`config.mk`:
```
export PLATFORM = sky130hd
export DESIGN_NAME = lwd_core
export DESIGN_NICKNAME = d
export VERILOG_FILES = /design/src/lwd_pkg.sv /design/src/lwd_core.sv /design/src/lwd_serial.sv
export VERILOG_INCLUDE_DIRS = /design/src
export SDC_FILE = /design/constraint.sdc
export NUM_CORES = 1
export LEC_CHECK = 0
export BUFFER_PORTS_ARGS = -buffer_cell sky130_fd_sc_hd__buf_2
export CORE_MARGIN = 2
export CORE_UTILIZATION = 45
export CTS_CLUSTER_DIAMETER = 80
export DETAILED_ROUTE_END_ITERATION = 12
export HOLD_SLACK_MARGIN = 0.15
export MAX_ROUTING_LAYER = met4
export PLACE_DENSITY_LB_ADDON = 0.3
export SETUP_SLACK_MARGIN = 0.02
export SLEW_MARGIN = 30
export SYNTH_ARGS = -nofsm -noshare
export SYNTH_HDL_FRONTEND = slang
export SYNTH_HIERARCHICAL = 1
export SYNTH_SLANG_ARGS = --single-unit
```
`constraint.sdc`:
```
create_clock -name clk -period 6.3 [get_ports clk]
set_input_delay 0.63 -clock clk [delete_from_list [all_inputs] [get_ports clk]]
set_output_delay 0.63 -clock clk [all_outputs]
set_load 0.01 [all_outputs]
```
`src/lwd_regs.svh`:
```
// Register offsets, reset values, field positions and timing figures.
`ifndef LWD_REGS_SVH
`define LWD_REGS_SVH
`define LWD_ADDR_WAKE_A 7'h11
`define LWD_ADDR_WAKE_B 7'h12
`define LWD_ADDR_KICK 7'h15
`define LWD_ADDR_MODE 7'h16
`define LWD_ADDR_STATUS 7'h17
`define LWD_RST_WAKE_A 8'h04
`define LWD_RST_WAKE_B 8'h02
`define LWD_RST_MODE 8'h00
`define LWD_KICK_CODE 8'hff
`define LWD_MODE_REQ_HI 1
`define LWD_MODE_REQ_LO 0
`define LWD_MODE_WDEVT 2
`define LWD_MODE_TOGGLE 3
`define LWD_WAKE_EDGE_HI 7
`define LWD_WAKE_EDGE_LO 6
`define LWD_STATUS_ERR 7
`define LWD_CLK_MHZ 200
`define LWD_FRAME_GND_US 32000
`define LWD_FRAME_HIGH_US 480000
`define LWD_FRAME_OPEN_US 4800000
`define LWD_WDR_LOW_US 15000
`define LWD_RST_ACT_US 1000
`define LWD_DTO_US 20000
`define LWD_TOGGLE_US 100
`define LWD_FILT_US 10
`define LWD_WAKE_MIN_US 10
`endif

```
`src/lwd_pkg.sv`:
```
// Types shared by the watchdog control core.
package lwd_pkg;
   typedef enum logic [2:0] {restart, standby, normal, fast, sleep} lwd_mode_t;
   typedef enum logic [2:0] {wd_off, wd_init, wd_closed, wd_open, wd_fault}
      lwd_wd_t;
endpackage : lwd_pkg

```
`src/lwd_core.sv`:
```
// Control core: control latch, window watchdog, bus path and wake logic.
`timescale 1ns/1ps
`include "lwd_regs.svh"
module lwd_core #(
   parameter int unsigned FRAME_GND_CYC = `LWD_FRAME_GND_US * `LWD_CLK_MHZ,
   parameter int unsigned FRAME_HIGH_CYC = `LWD_FRAME_HIGH_US * `LWD_CLK_MHZ,
   parameter int unsigned FRAME_OPEN_CYC = `LWD_FRAME_OPEN_US * `LWD_CLK_MHZ,
   parameter int unsigned WDR_LOW_CYC = `LWD_WDR_LOW_US * `LWD_CLK_MHZ,
   parameter int unsigned RST_ACT_CYC = `LWD_RST_ACT_US * `LWD_CLK_MHZ,
   parameter int unsigned DTO_CYC = `LWD_DTO_US * `LWD_CLK_MHZ,
   parameter int unsigned TOGGLE_CYC = `LWD_TOGGLE_US * `LWD_CLK_MHZ
) (
   input wire logic clk,
   input wire logic resetn,
   input wire logic serial_select_n,
   input wire logic kick_pin,
   input wire logic period_strap,
   input wire logic strap_open,
   input wire logic supply_undervoltage,
   input wire logic thermal_shutdown,
   input wire logic txd,
   input wire logic bus_dominant,
   input wire logic local_wake,
   input wire logic enable_pin,
   output logic bus_drive,
   output logic rxd,
   output logic host_reset_n,
   output logic supervisor_reset_n,
   output logic serial_control
);
   localparam int unsigned FILT_CYC = `LWD_FILT_US * `LWD_CLK_MHZ;
   localparam int unsigned WAKE_MIN_CYC = `LWD_WAKE_MIN_US * `LWD_CLK_MHZ;

   ////////////////////////////////////////////////////////////////////////
   // Two-stage synchronisers; only stage b is read by logic.
   logic [9:0] sync_a_ff, sync_b_ff, pins;
   assign pins = {enable_pin, local_wake, bus_dominant, txd, thermal_shutdown,
                  supply_undervoltage, strap_open, period_strap, kick_pin,
                  serial_select_n};
   always_ff @(posedge clk) begin
      if (!resetn) begin
         sync_a_ff <= 10'h000;
         sync_b_ff <= 10'h000;
      end else begin
         sync_a_ff <= pins;
         sync_b_ff <= sync_a_ff;
      end
   end
   logic sel_s, kick_s, strap_s, open_s, uv_s, ts_s, txd_s, dom_s, lw_s, en_s;
   assign {en_s, lw_s, dom_s, txd_s, ts_s, uv_s, open_s, strap_s, kick_s,
           sel_s} = sync_b_ff;

   ////////////////////////////////////////////////////////////////////////
   // Control-method latch and registers.
   logic [1:0] boot_ff, nxt_boot;
   logic serial_ff, nxt_serial;
   logic [7:0] wake_a_ff, nxt_wake_a, wake_b_ff, nxt_wake_b;
   logic [7:0] mode_reg_ff, nxt_mode_reg, rd_data;
   logic err_ff, nxt_err;
   logic wr_stb, sdo;
   logic [6:0] addr;
   logic [7:0] wdata;
   lwd_pkg::lwd_mode_t mode_ff, nxt_mode;
   lwd_pkg::lwd_wd_t wd_ff, nxt_wd;

   // The synchronised select level is only valid two edges after release,
   // so the latch waits for it and then never looks at the pin again.
   always_comb begin
      nxt_boot = boot_ff;
      nxt_serial = serial_ff;
      if (boot_ff != 2'h3) begin
         nxt_boot = boot_ff + 2'h1;
         if (boot_ff == 2'h2) begin
            nxt_serial = sel_s;
         end
      end
   end

   always_ff @(posedge clk) begin
      if (!resetn) begin
         boot_ff <= 2'h0;
         serial_ff <= 1'b0;
      end else begin
         boot_ff <= nxt_boot;
         serial_ff <= nxt_serial;
      end
   end
   assign serial_control = serial_ff;

   lwd_serial u_serial (
      .clk(clk),
      .resetn(resetn),
      .sck_s(strap_s),
      .sel_n_s(sel_s | ~serial_ff),
      .sdi_s(kick_s),
      .rd_data(rd_data),
      .sdo(sdo),
      .wr_stb(wr_stb),
      .addr(addr),
      .wdata(wdata)
   );

   always_comb begin
      if (addr == `LWD_ADDR_WAKE_A) begin
         rd_data = wake_a_ff;
      end else if (addr == `LWD_ADDR_WAKE_B) begin
         rd_data = wake_b_ff;
      end else if (addr == `LWD_ADDR_MODE) begin
         rd_data = mode_reg_ff;
      end else if (addr == `LWD_ADDR_STATUS) begin
         rd_data = {err_ff, 1'b0, 3'(wd_ff), 3'(mode_ff)};
      end else begin
         rd_data = 8'h00;
      end
   end

   logic wd_kick, wd_fault_in;
   assign wd_fault_in = (wd_ff != lwd_pkg::wd_fault) &&
                        (nxt_wd == lwd_pkg::wd_fault);
   always_comb begin
      nxt_wake_a = wake_a_ff;
      nxt_wake_b = wake_b_ff;
      nxt_mode_reg = mode_reg_ff;
      nxt_err = err_ff;
      if (wr_stb) begin
         if (addr == `LWD_ADDR_WAKE_A) begin
            nxt_wake_a = wdata;
         end else if (addr == `LWD_ADDR_WAKE_B) begin
            nxt_wake_b = wdata;
         end else if (addr == `LWD_ADDR_MODE) begin
            nxt_mode_reg = wdata;
         end else if (addr == `LWD_ADDR_STATUS && wdata[`LWD_STATUS_ERR]) begin
            nxt_err = 1'b0;
         end
      end
      // The requested-mode field clears itself whenever the mode changes.
      if (mode_ff != nxt_mode) begin
         nxt_mode_reg[`LWD_MODE_REQ_HI:`LWD_MODE_REQ_LO] = 2'h0;
      end
      if (wd_fault_in) begin
         nxt_err = 1'b1;
      end
   end

   always_ff @(posedge clk) begin
      if (!resetn) begin
         wake_a_ff <= `LWD_RST_WAKE_A;
         wake_b_ff <= `LWD_RST_WAKE_B;
         mode_reg_ff <= `LWD_RST_MODE;
         err_ff <= 1'b0;
      end else begin
         wake_a_ff <= nxt_wake_a;
         wake_b_ff <= nxt_wake_b;
         mode_reg_ff <= nxt_mode_reg;
         err_ff <= nxt_err;
      end
   end

   ////////////////////////////////////////////////////////////////////////
   // Kick filter, local wake detection and mode sequencing.
   logic kf_ff, nxt_kf, lw_q_ff, nxt_lw_q, wreq_ff, nxt_wreq, tog_ff, nxt_tog;
   logic [31:0] kcnt_ff, nxt_kcnt, lcnt_ff, nxt_lcnt, mcnt_ff, nxt_mcnt;
   logic lw_wake, any_wake;
   logic [1:0] req;
   assign req = mode_reg_ff[`LWD_MODE_REQ_HI:`LWD_MODE_REQ_LO];

   always_comb begin
      nxt_kf = kf_ff;
      nxt_kcnt = 32'h0;
      if (kick_s != kf_ff) begin
         nxt_kcnt = kcnt_ff + 32'h1;
         if (kcnt_ff >= 32'(FILT_CYC - 1)) begin
            nxt_kf = kick_s;
            nxt_kcnt = 32'h0;
         end
      end
      // Until the control latch settles, the filter adopts the pin's level.
      // A kick pin parked high would otherwise read as a kick after reset.
      if (boot_ff != 2'h3) begin
         nxt_kf = kick_s;
         nxt_kcnt = 32'h0;
      end
      nxt_lw_q = lw_s;
      nxt_lcnt = lw_s ? lcnt_ff + 32'h1 : 32'h0;
      case (wake_a_ff[`LWD_WAKE_EDGE_HI:`LWD_WAKE_EDGE_LO])
         2'h0: lw_wake = lw_s != lw_q_ff;
         2'h1: lw_wake = lw_s & ~lw_q_ff;
         2'h2: lw_wake = ~lw_s & lw_q_ff;
         default: lw_wake = ~lw_s & lw_q_ff &&
                            lcnt_ff >= 32'(WAKE_MIN_CYC);
      endcase
      any_wake = lw_wake || dom_s || (!serial_ff && en_s);
      nxt_mode = mode_ff;
      nxt_mcnt = mcnt_ff + 32'h1;
      nxt_wreq = wreq_ff;
      nxt_tog = tog_ff;
      case (mode_ff)
         lwd_pkg::restart: begin
            nxt_wreq = 1'b0;
            if (uv_s) begin
               nxt_mcnt = 32'h0;
            end else if (mcnt_ff >= 32'(RST_ACT_CYC - 1)) begin
               nxt_mode = lwd_pkg::standby;
               nxt_wreq = 1'b1;
               nxt_tog = 1'b0;
               nxt_mcnt = 32'h0;
            end
         end
         lwd_pkg::standby: begin
            if (mode_reg_ff[`LWD_MODE_TOGGLE] &&
                mcnt_ff >= 32'(TOGGLE_CYC - 1)) begin
               nxt_tog = ~tog_ff;
               nxt_mcnt = 32'h0;
            end
            if (serial_ff ? req == 2'h1 : en_s) begin
               nxt_mode = lwd_pkg::normal;
            end else if (serial_ff && req == 2'h2) begin
               nxt_mode = lwd_pkg::fast;
            end else if (serial_ff && req == 2'h3) begin
               nxt_mode = lwd_pkg::sleep;
            end
         end
         lwd_pkg::normal, lwd_pkg::fast: begin
            nxt_wreq = 1'b0;
            if (serial_ff ? req == 2'h3 : !en_s) begin
               nxt_mode = lwd_pkg::sleep;
            end else if (serial_ff && req == 2'h1) begin
               nxt_mode = lwd_pkg::normal;
            end else if (serial_ff && req == 2'h2) begin
               nxt_mode = lwd_pkg::fast;
            end
         end
         default: begin
            nxt_mcnt = 32'h0;
            if (any_wake) begin
               nxt_mode = lwd_pkg::restart;
            end
         end
      endcase
      if (uv_s) begin
         nxt_mode = lwd_pkg::restart;
      end
   end

   always_ff @(posedge clk) begin
      if (!resetn) begin
         kf_ff <= 1'b0;
         kcnt_ff <= 32'h0;
         lw_q_ff <= 1'b0;
         lcnt_ff <= 32'h0;
         mode_ff <= lwd_pkg::restart;
         mcnt_ff <= 32'h0;
         wreq_ff <= 1'b0;
         tog_ff <= 1'b0;
      end else begin
         kf_ff <= nxt_kf;
         kcnt_ff <= nxt_kcnt;
         lw_q_ff <= nxt_lw_q;
         lcnt_ff <= nxt_lcnt;
         mode_ff <= nxt_mode;
         mcnt_ff <= nxt_mcnt;
         wreq_ff <= nxt_wreq;
         tog_ff <= nxt_tog;
      end
   end

   ////////////////////////////////////////////////////////////////////////
   // Window watchdog. Serial control uses the shortest frame.
   logic kf_q_ff, nxt_kf_q;
   logic [31:0] wcnt_ff, nxt_wcnt, frame, half;
   logic active, nxt_active;
   assign active = mode_ff inside {lwd_pkg::standby, lwd_pkg::normal,
                                   lwd_pkg::fast};
   assign nxt_active = nxt_mode inside {lwd_pkg::standby, lwd_pkg::normal,
                                        lwd_pkg::fast};
   always_comb begin
      nxt_kf_q = kf_ff;
      wd_kick = serial_ff ? (wr_stb && addr == `LWD_ADDR_KICK &&
                             wdata == `LWD_KICK_CODE)
                          : kf_ff != kf_q_ff;
      if (serial_ff || (!open_s && !strap_s)) begin
         frame = 32'(FRAME_GND_CYC);
      end else if (!open_s) begin
         frame = 32'(FRAME_HIGH_CYC);
      end else begin
         frame = 32'(FRAME_OPEN_CYC);
      end
      half = frame >> 1;
      nxt_wd = wd_ff;
      nxt_wcnt = wcnt_ff + 32'h1;
      case (wd_ff)
         lwd_pkg::wd_init: begin
            if (wd_kick) begin
               nxt_wd = lwd_pkg::wd_closed;
               nxt_wcnt = 32'h0;
            end else if (wcnt_ff >= frame - 32'h1) begin
               nxt_wd = lwd_pkg::wd_fault;
               nxt_wcnt = 32'h0;
            end
         end
         lwd_pkg::wd_closed: begin
            if (wd_kick) begin
               nxt_wd = lwd_pkg::wd_fault;
               nxt_wcnt = 32'h0;
            end else if (wcnt_ff >= half - 32'h1) begin
               nxt_wd = lwd_pkg::wd_open;
               nxt_wcnt = 32'h0;
            end
         end
         lwd_pkg::wd_open: begin
            if (wd_kick) begin
               nxt_wd = lwd_pkg::wd_closed;
               nxt_wcnt = 32'h0;
            end else if (wcnt_ff >= half - 32'h1) begin
               nxt_wd = lwd_pkg::wd_fault;
               nxt_wcnt = 32'h0;
            end
         end
         lwd_pkg::wd_fault: begin
            if (wcnt_ff >= 32'(WDR_LOW_CYC - 1)) begin
               nxt_wd = lwd_pkg::wd_init;
               nxt_wcnt = 32'h0;
            end
         end
         default: begin
            nxt_wcnt = 32'h0;
         end
      endcase
      if (!nxt_active) begin
         nxt_wd = lwd_pkg::wd_off;
         nxt_wcnt = 32'h0;
      end else if (nxt_mode != mode_ff) begin
         nxt_wd = lwd_pkg::wd_init;
         nxt_wcnt = 32'h0;
      end
   end

   always_ff @(posedge clk) begin
      if (!resetn) begin
         kf_q_ff <= 1'b0;
         wd_ff <= lwd_pkg::wd_off;
         wcnt_ff <= 32'h0;
      end else begin
         kf_q_ff <= nxt_kf_q;
         wd_ff <= nxt_wd;
         wcnt_ff <= nxt_wcnt;
      end
   end

   ////////////////////////////////////////////////////////////////////////
   // Bus path and pin outputs.
   logic [31:0] dcnt_ff, nxt_dcnt;
   logic dto_ff, nxt_dto, drv_ff, nxt_drv, rxd_ff, nxt_rxd;
   logic hrst_ff, nxt_hrst, wdr_ff, nxt_wdr;
   logic xcvr_on, wd_evt;
   assign xcvr_on = mode_ff == lwd_pkg::normal || mode_ff == lwd_pkg::fast;
   assign wd_evt = serial_ff && mode_reg_ff[`LWD_MODE_WDEVT];
   always_comb begin
      nxt_dcnt = txd_s ? 32'h0 : dcnt_ff + 32'h1;
      nxt_dto = dto_ff;
      if (txd_s) begin
         nxt_dto = 1'b0;
      end else if (dcnt_ff >= 32'(DTO_CYC - 1)) begin
         nxt_dto = 1'b1;
         nxt_dcnt = dcnt_ff;
      end
      nxt_drv = xcvr_on && !txd_s && !nxt_dto && !ts_s;
      if (mode_ff == lwd_pkg::restart) begin
         nxt_rxd = 1'b1;
      end else if (xcvr_on) begin
         nxt_rxd = !dom_s;
      end else if (wreq_ff) begin
         nxt_rxd = mode_reg_ff[`LWD_MODE_TOGGLE] ? tog_ff : 1'b0;
      end else begin
         nxt_rxd = 1'b1;
      end
      if (wd_evt) begin
         nxt_hrst = nxt_wd != lwd_pkg::wd_fault;
      end else begin
         nxt_hrst = !uv_s && nxt_mode != lwd_pkg::restart;
      end
      nxt_wdr = nxt_wd != lwd_pkg::wd_fault;
   end

   always_ff @(posedge clk) begin
      if (!resetn) begin
         dcnt_ff <= 32'h0;
         dto_ff <= 1'b0;
         drv_ff <= 1'b0;
         rxd_ff <= 1'b1;
         hrst_ff <= 1'b0;
         wdr_ff <= 1'b1;
      end else begin
         dcnt_ff <= nxt_dcnt;
         dto_ff <= nxt_dto;
         drv_ff <= nxt_drv;
         rxd_ff <= nxt_rxd;
         hrst_ff <= nxt_hrst;
         wdr_ff <= nxt_wdr;
      end
   end
   assign bus_drive = drv_ff;
   assign rxd = rxd_ff;
   assign host_reset_n = hrst_ff;
   assign supervisor_reset_n = serial_ff ? sdo : wdr_ff;

   ////////////////////////////////////////////////////////////////////////
   a_latch_hold: assert property (@(posedge clk) disable iff (!resetn)
      boot_ff == 2'h3 |=> $stable(serial_ff))
      else $error("control method changed after latch");
   a_early_kick: assert property (@(posedge clk) disable iff (!resetn)
      wd_ff == lwd_pkg::wd_closed && wd_kick && nxt_active &&
      nxt_mode == mode_ff |=> wd_ff == lwd_pkg::wd_fault)
      else $error("kick in closed window not flagged");
   a_open_kick: assert property (@(posedge clk) disable iff (!resetn)
      wd_ff == lwd_pkg::wd_open && wd_kick && nxt_mode == mode_ff
      |=> wd_ff == lwd_pkg::wd_closed && wcnt_ff == 32'h0)
      else $error("open window kick did not restart timer");
   a_wdr_low: assert property (@(posedge clk) disable iff (!resetn)
      !serial_ff && $rose(wd_ff == lwd_pkg::wd_fault) |=> !supervisor_reset_n)
      else $error("watchdog reset not driven low on error");
   a_wdr_bound: assert property (@(posedge clk) disable iff (!resetn)
      wd_ff == lwd_pkg::wd_fault |-> wcnt_ff < 32'(WDR_LOW_CYC))
      else $error("watchdog reset held too long");
   a_entry_init: assert property (@(posedge clk) disable iff (!resetn)
      mode_ff != nxt_mode && nxt_active |=> wd_ff == lwd_pkg::wd_init)
      else $error("no initial window on mode entry");
   a_thermal_off: assert property (@(posedge clk) disable iff (!resetn)
      ts_s |=> !bus_drive)
      else $error("transmitter active during thermal shutdown");
   a_dto_release: assert property (@(posedge clk) disable iff (!resetn)
      dcnt_ff >= 32'(DTO_CYC - 1) && !txd_s |=> !bus_drive)
      else $error("bus held past dominant timeout");
   a_restart_rxd: assert property (@(posedge clk) disable iff (!resetn)
      mode_ff == lwd_pkg::restart |=> rxd)
      else $error("receive output low in restart");
   a_wake_req: assert property (@(posedge clk) disable iff (!resetn)
      mode_ff == lwd_pkg::restart && nxt_mode == lwd_pkg::standby &&
      !mode_reg_ff[`LWD_MODE_TOGGLE] |=> ##1 !rxd)
      else $error("wake request not shown on receive output");
endmodule : lwd_core

```
`src/lwd_serial.sv`:
```
// Serial slave: 16-bit frames, address byte (bit 7 set for write), data.
`timescale 1ns/1ps
module lwd_serial (
   input wire logic clk,
   input wire logic resetn,
   input wire logic sck_s,
   input wire logic sel_n_s,
   input wire logic sdi_s,
   input wire logic [7:0] rd_data,
   output logic sdo,
   output logic wr_stb,
   output logic [6:0] addr,
   output logic [7:0] wdata
);
   logic sck_q_ff, nxt_sck_q;
   logic [4:0] cnt_ff, nxt_cnt;
   logic [15:0] sh_ff, nxt_sh;
   logic [7:0] out_ff, nxt_out;
   logic wr_ff, nxt_wr;
   logic [6:0] addr_ff, nxt_addr;
   logic [7:0] wdata_ff, nxt_wdata;
   logic rise, fall;

   assign rise = sck_s & ~sck_q_ff;
   assign fall = ~sck_s & sck_q_ff;

   always_comb begin
      nxt_sck_q = sck_s;
      nxt_cnt = cnt_ff;
      nxt_sh = sh_ff;
      nxt_out = out_ff;
      nxt_wr = 1'b0;
      nxt_addr = addr_ff;
      nxt_wdata = wdata_ff;
      if (sel_n_s) begin
         nxt_cnt = 5'h00;
         nxt_out = 8'h00;
      end else if (rise && cnt_ff != 5'h10) begin
         nxt_sh = {sh_ff[14:0], sdi_s};
         nxt_cnt = cnt_ff + 5'h01;
         if (cnt_ff == 5'h07) begin
            nxt_addr = sh_ff[5:0] == 6'h00 ? {sh_ff[5:0], sdi_s}
                                           : {sh_ff[5:0], sdi_s};
         end
         if (cnt_ff == 5'h0f) begin
            nxt_wdata = {sh_ff[6:0], sdi_s};
            nxt_wr = sh_ff[14];
         end
      end else if (fall && cnt_ff == 5'h08) begin
         nxt_out = rd_data;
      end else if (fall && cnt_ff > 5'h08) begin
         nxt_out = {out_ff[6:0], 1'b0};
      end
   end

   always_ff @(posedge clk) begin
      if (!resetn) begin
         sck_q_ff <= 1'b0;
         cnt_ff <= 5'h00;
         sh_ff <= 16'h0000;
         out_ff <= 8'h00;
         wr_ff <= 1'b0;
         addr_ff <= 7'h00;
         wdata_ff <= 8'h00;
      end else begin
         sck_q_ff <= nxt_sck_q;
         cnt_ff <= nxt_cnt;
         sh_ff <= nxt_sh;
         out_ff <= nxt_out;
         wr_ff <= nxt_wr;
         addr_ff <= nxt_addr;
         wdata_ff <= nxt_wdata;
      end
   end

   assign sdo = out_ff[7];
   assign wr_stb = wr_ff;
   assign addr = addr_ff;
   assign wdata = wdata_ff;
endmodule : lwd_serial
```
==> impl_metrics.json <==
{
  "die-width_um": 169,
  "cap_violations": 0,
  "overflow": 0,
  "first_pass_iters": 7,
  "path_delay_family": "compound AO/OA/AOI/OAI gates",
  "ys_seq_area_frac": 0.440,
  "synth_cells": 1388,
  "finalNetCount": 1455,
  "clock.fmax_mhz": 267,
  "power_leakage_nw": 4.93,
  "io_pins": 17,
  "post_cts_buffers": 0,
  "synth_warnings": 6,
  "required_ns": 6.76,
  "peakVddDrop_uv": 217,
  "area_delta_synth_final_pct": 11.1,
  "min_path_type": "in -> reg",
  "criticalPathCategory": "reg -> reg",
  "cp.buffers_inverters": 2,
  "clock-sinks": 269,
  "drive_gt1_frac": 0.0703,
  "fin_ws_ns": 2.55,
  "grt_setup_unrepaired": "no",
  "grtUsageTotal": 0.180,
  "critical_path.cell_chain": "inv_1 > o21ai_1 > inv_1 > ha_1 > a211oi_1 > nand2_1 > o211ai_1 > a21oi_1 > nand3b_1 > a311oi_1 > nor4b_1 > a311oi_1",
  "cp_max_fo": 16,
  "gp_congestion": 0.868,
  "dp_cells": 1711,
  "clockRootBuffer": "clkbuf_16",
  "skew_ns": 0.0214,
  "setup_tns_ns": 0,
  "hpwl_mm": 16.9,
  "hold_viol": 0,
  "numCtsBuffers": 29,
  "start_util": 0.456,
  "dr_total_vias": 9422,
  "slowest_delay_ns": 0.62,
  "total_power_mw": 3.58,
  "wl_per_cell_um": 14.1,
  "slew_viol_final": 0,
  "final_common_cell": "dfxtp_1",
  "slew_headroom": 0.427,
  "cts_tree": "yes",
  "viasPerCell": 5.34,
  "fp-row-count": 60,
  "cts_resized": 0,
  "clk_latency_ns": 0.55,
  "cts_max_level": 1,
  "layout_common_cells": "dfxtp_1 (269), nor2_1 (208), nand2_1 (105)",
  "cp-end-kind": "flop",
  "async_reset_ff_frac": 0,
  "drt_iter0_markers": 638,
  "portBuffers": 16,
  "avgSynthCellArea_um2": 8.82,
  "synth.distinct_cells": 81,
  "first_global_vias": 8789,
  "yosys_register_bits": 269,
  "synth_flop_cell": "dfxtp_1",
  "power_density_mw_per_mm2": 263,
  "synth-edff-count": 0,
  "worst_pin_slew_ns": 0.848,
  "post-route-cell-area_mm2": 0.0136,
  "syn_area_mm2": 0.0122,
  "cp_slowest_cell": "dfxtp_1",
  "setup_viol": 0,
  "drc": 0,
  "min_period_ns": 3.75,
  "status": "finished clean",
  "clkTransAtPathRegs_ns": 0.06,
  "grt_max_degree": 44,
  "coreArea_mm2": 0.0269,
  "startpoint_type": "flop",
  "n_antenna_cell": 0,
  "pre_cts_slack_ns": 2.64,
  "cts_hold_buffers": 0,
  "finalCritPeriodShare": 0.595,
  "drtAntennaViolNets": 0,
  "wirelength_mm": 24.9,
  "worst-endpoint-arrival_ns": 4.21,
  "cts_max_path_buffers": 3,
  "die_h_um": 169,
  "postPlaceCellArea_mm2": 0.0126,
  "dieArea_mm2": 0.0286,
  "grt_pass1_wl_mm": 42.4,
  "antenna_found_initial": 0,
  "final_cells": 1763
}
## cell usage after synthesis (all sizes together), types with 26 or more instances
cell | n | area (µm²)
and2 | 44 | 275
dfxtp | 269 | 5390
nand4 | 28 | 175
nand3 | 97 | 485
ha | 42 | 526
xor2 | 79 | 692
clkbuf | 45 | 186
a21oi | 49 | 245
inv | 26 | 97.6
mux2i | 42 | 420
nor2 | 208 | 781
nand2 | 106 | 398
xnor2 | 39 | 342
o21ai | 52 | 260
## path summary, 6_finish.rpt
path,endpoint,from,slack (ns),cells after the start
min reg2reg,bus_drive$_SDFF_PN0_,sync_b_ff[5]$_SDFF_PN0_,0.40,1
max,host_reset_n$_SDFF_PN0_,serial_control$_SDFFE_PN0P_,2.55,12
min,sync_a_ff[3]$_SDFF_PN0_,strap_open,0.29,2
max reg2reg,host_reset_n$_SDFF_PN0_,serial_control$_SDFFE_PN0P_,2.55,12
## cell families (layout without fill, tap and decap cells)
group	after synthesis	count (layout)	share of synthesized area
AND/OR/NAND/NOR	614	614	0.247
flip-flops	269	269	0.440
AO/OA/AOI/OAI	209	209	0.115
XOR/XNOR	118	118	0.0844
buffers and inverters	89	101	0.0329
multiplexers	45	45	0.0371
adder cells (fa/ha/maj)	42	42	0.0429
other	2	24	0.000613
## metrics by stage
stage | util | hold WS (ns)
after floorplan | - | 0.374
after global placement | 0.469 | 0.398
after detailed placement | 0.469 | 0.384
after CTS | 0.507 | 0.267
after global routing | 0.507 | 0.285
final | 0.507 | 0.290
## registers in the layout (all words and copies together), names as in the netlist, 10 cells and up
register,flops
u_serial/sh_ff,15
dcnt_ff,32
sync_b_ff,10
lcnt_ff,32
wcnt_ff,32
kcnt_ff,32
mcnt_ff,32
sync_a_ff,10
## report_power, final
part / switching [mW] / internal [mW] / total [mW]
Combinational: 0.0548 / 0.0313 / 0.0861
Sequential: 0.0132 / 1.72 / 1.73
Clock: 0.685 / 1.07 / 1.76
Total: 0.753 / 2.83 / 3.58
## area by class of cell
cell class	instances	area [µm²]
well taps	341	427
flip-flops and latches	269	5390
repair buffers	23	133
fillers	2489	13300
clock buffers	38	820
clock inverters	14	179
inverters	26	97.6
multi-input cells	1052	6570
## layer usage
metal  track usage  vias to the layer above  wire length, µm  part of all wire
met5             -                        -                0                 0
met4        0.0554                        0              732             0.029
met3        0.0257                       47             1060             0.042
met2         0.279                      179            11100              0.44
met1         0.244                     4341            12100              0.48
li1              -                     4855                -                 -
No activity file was read; power rests on OpenSTA's default activity.
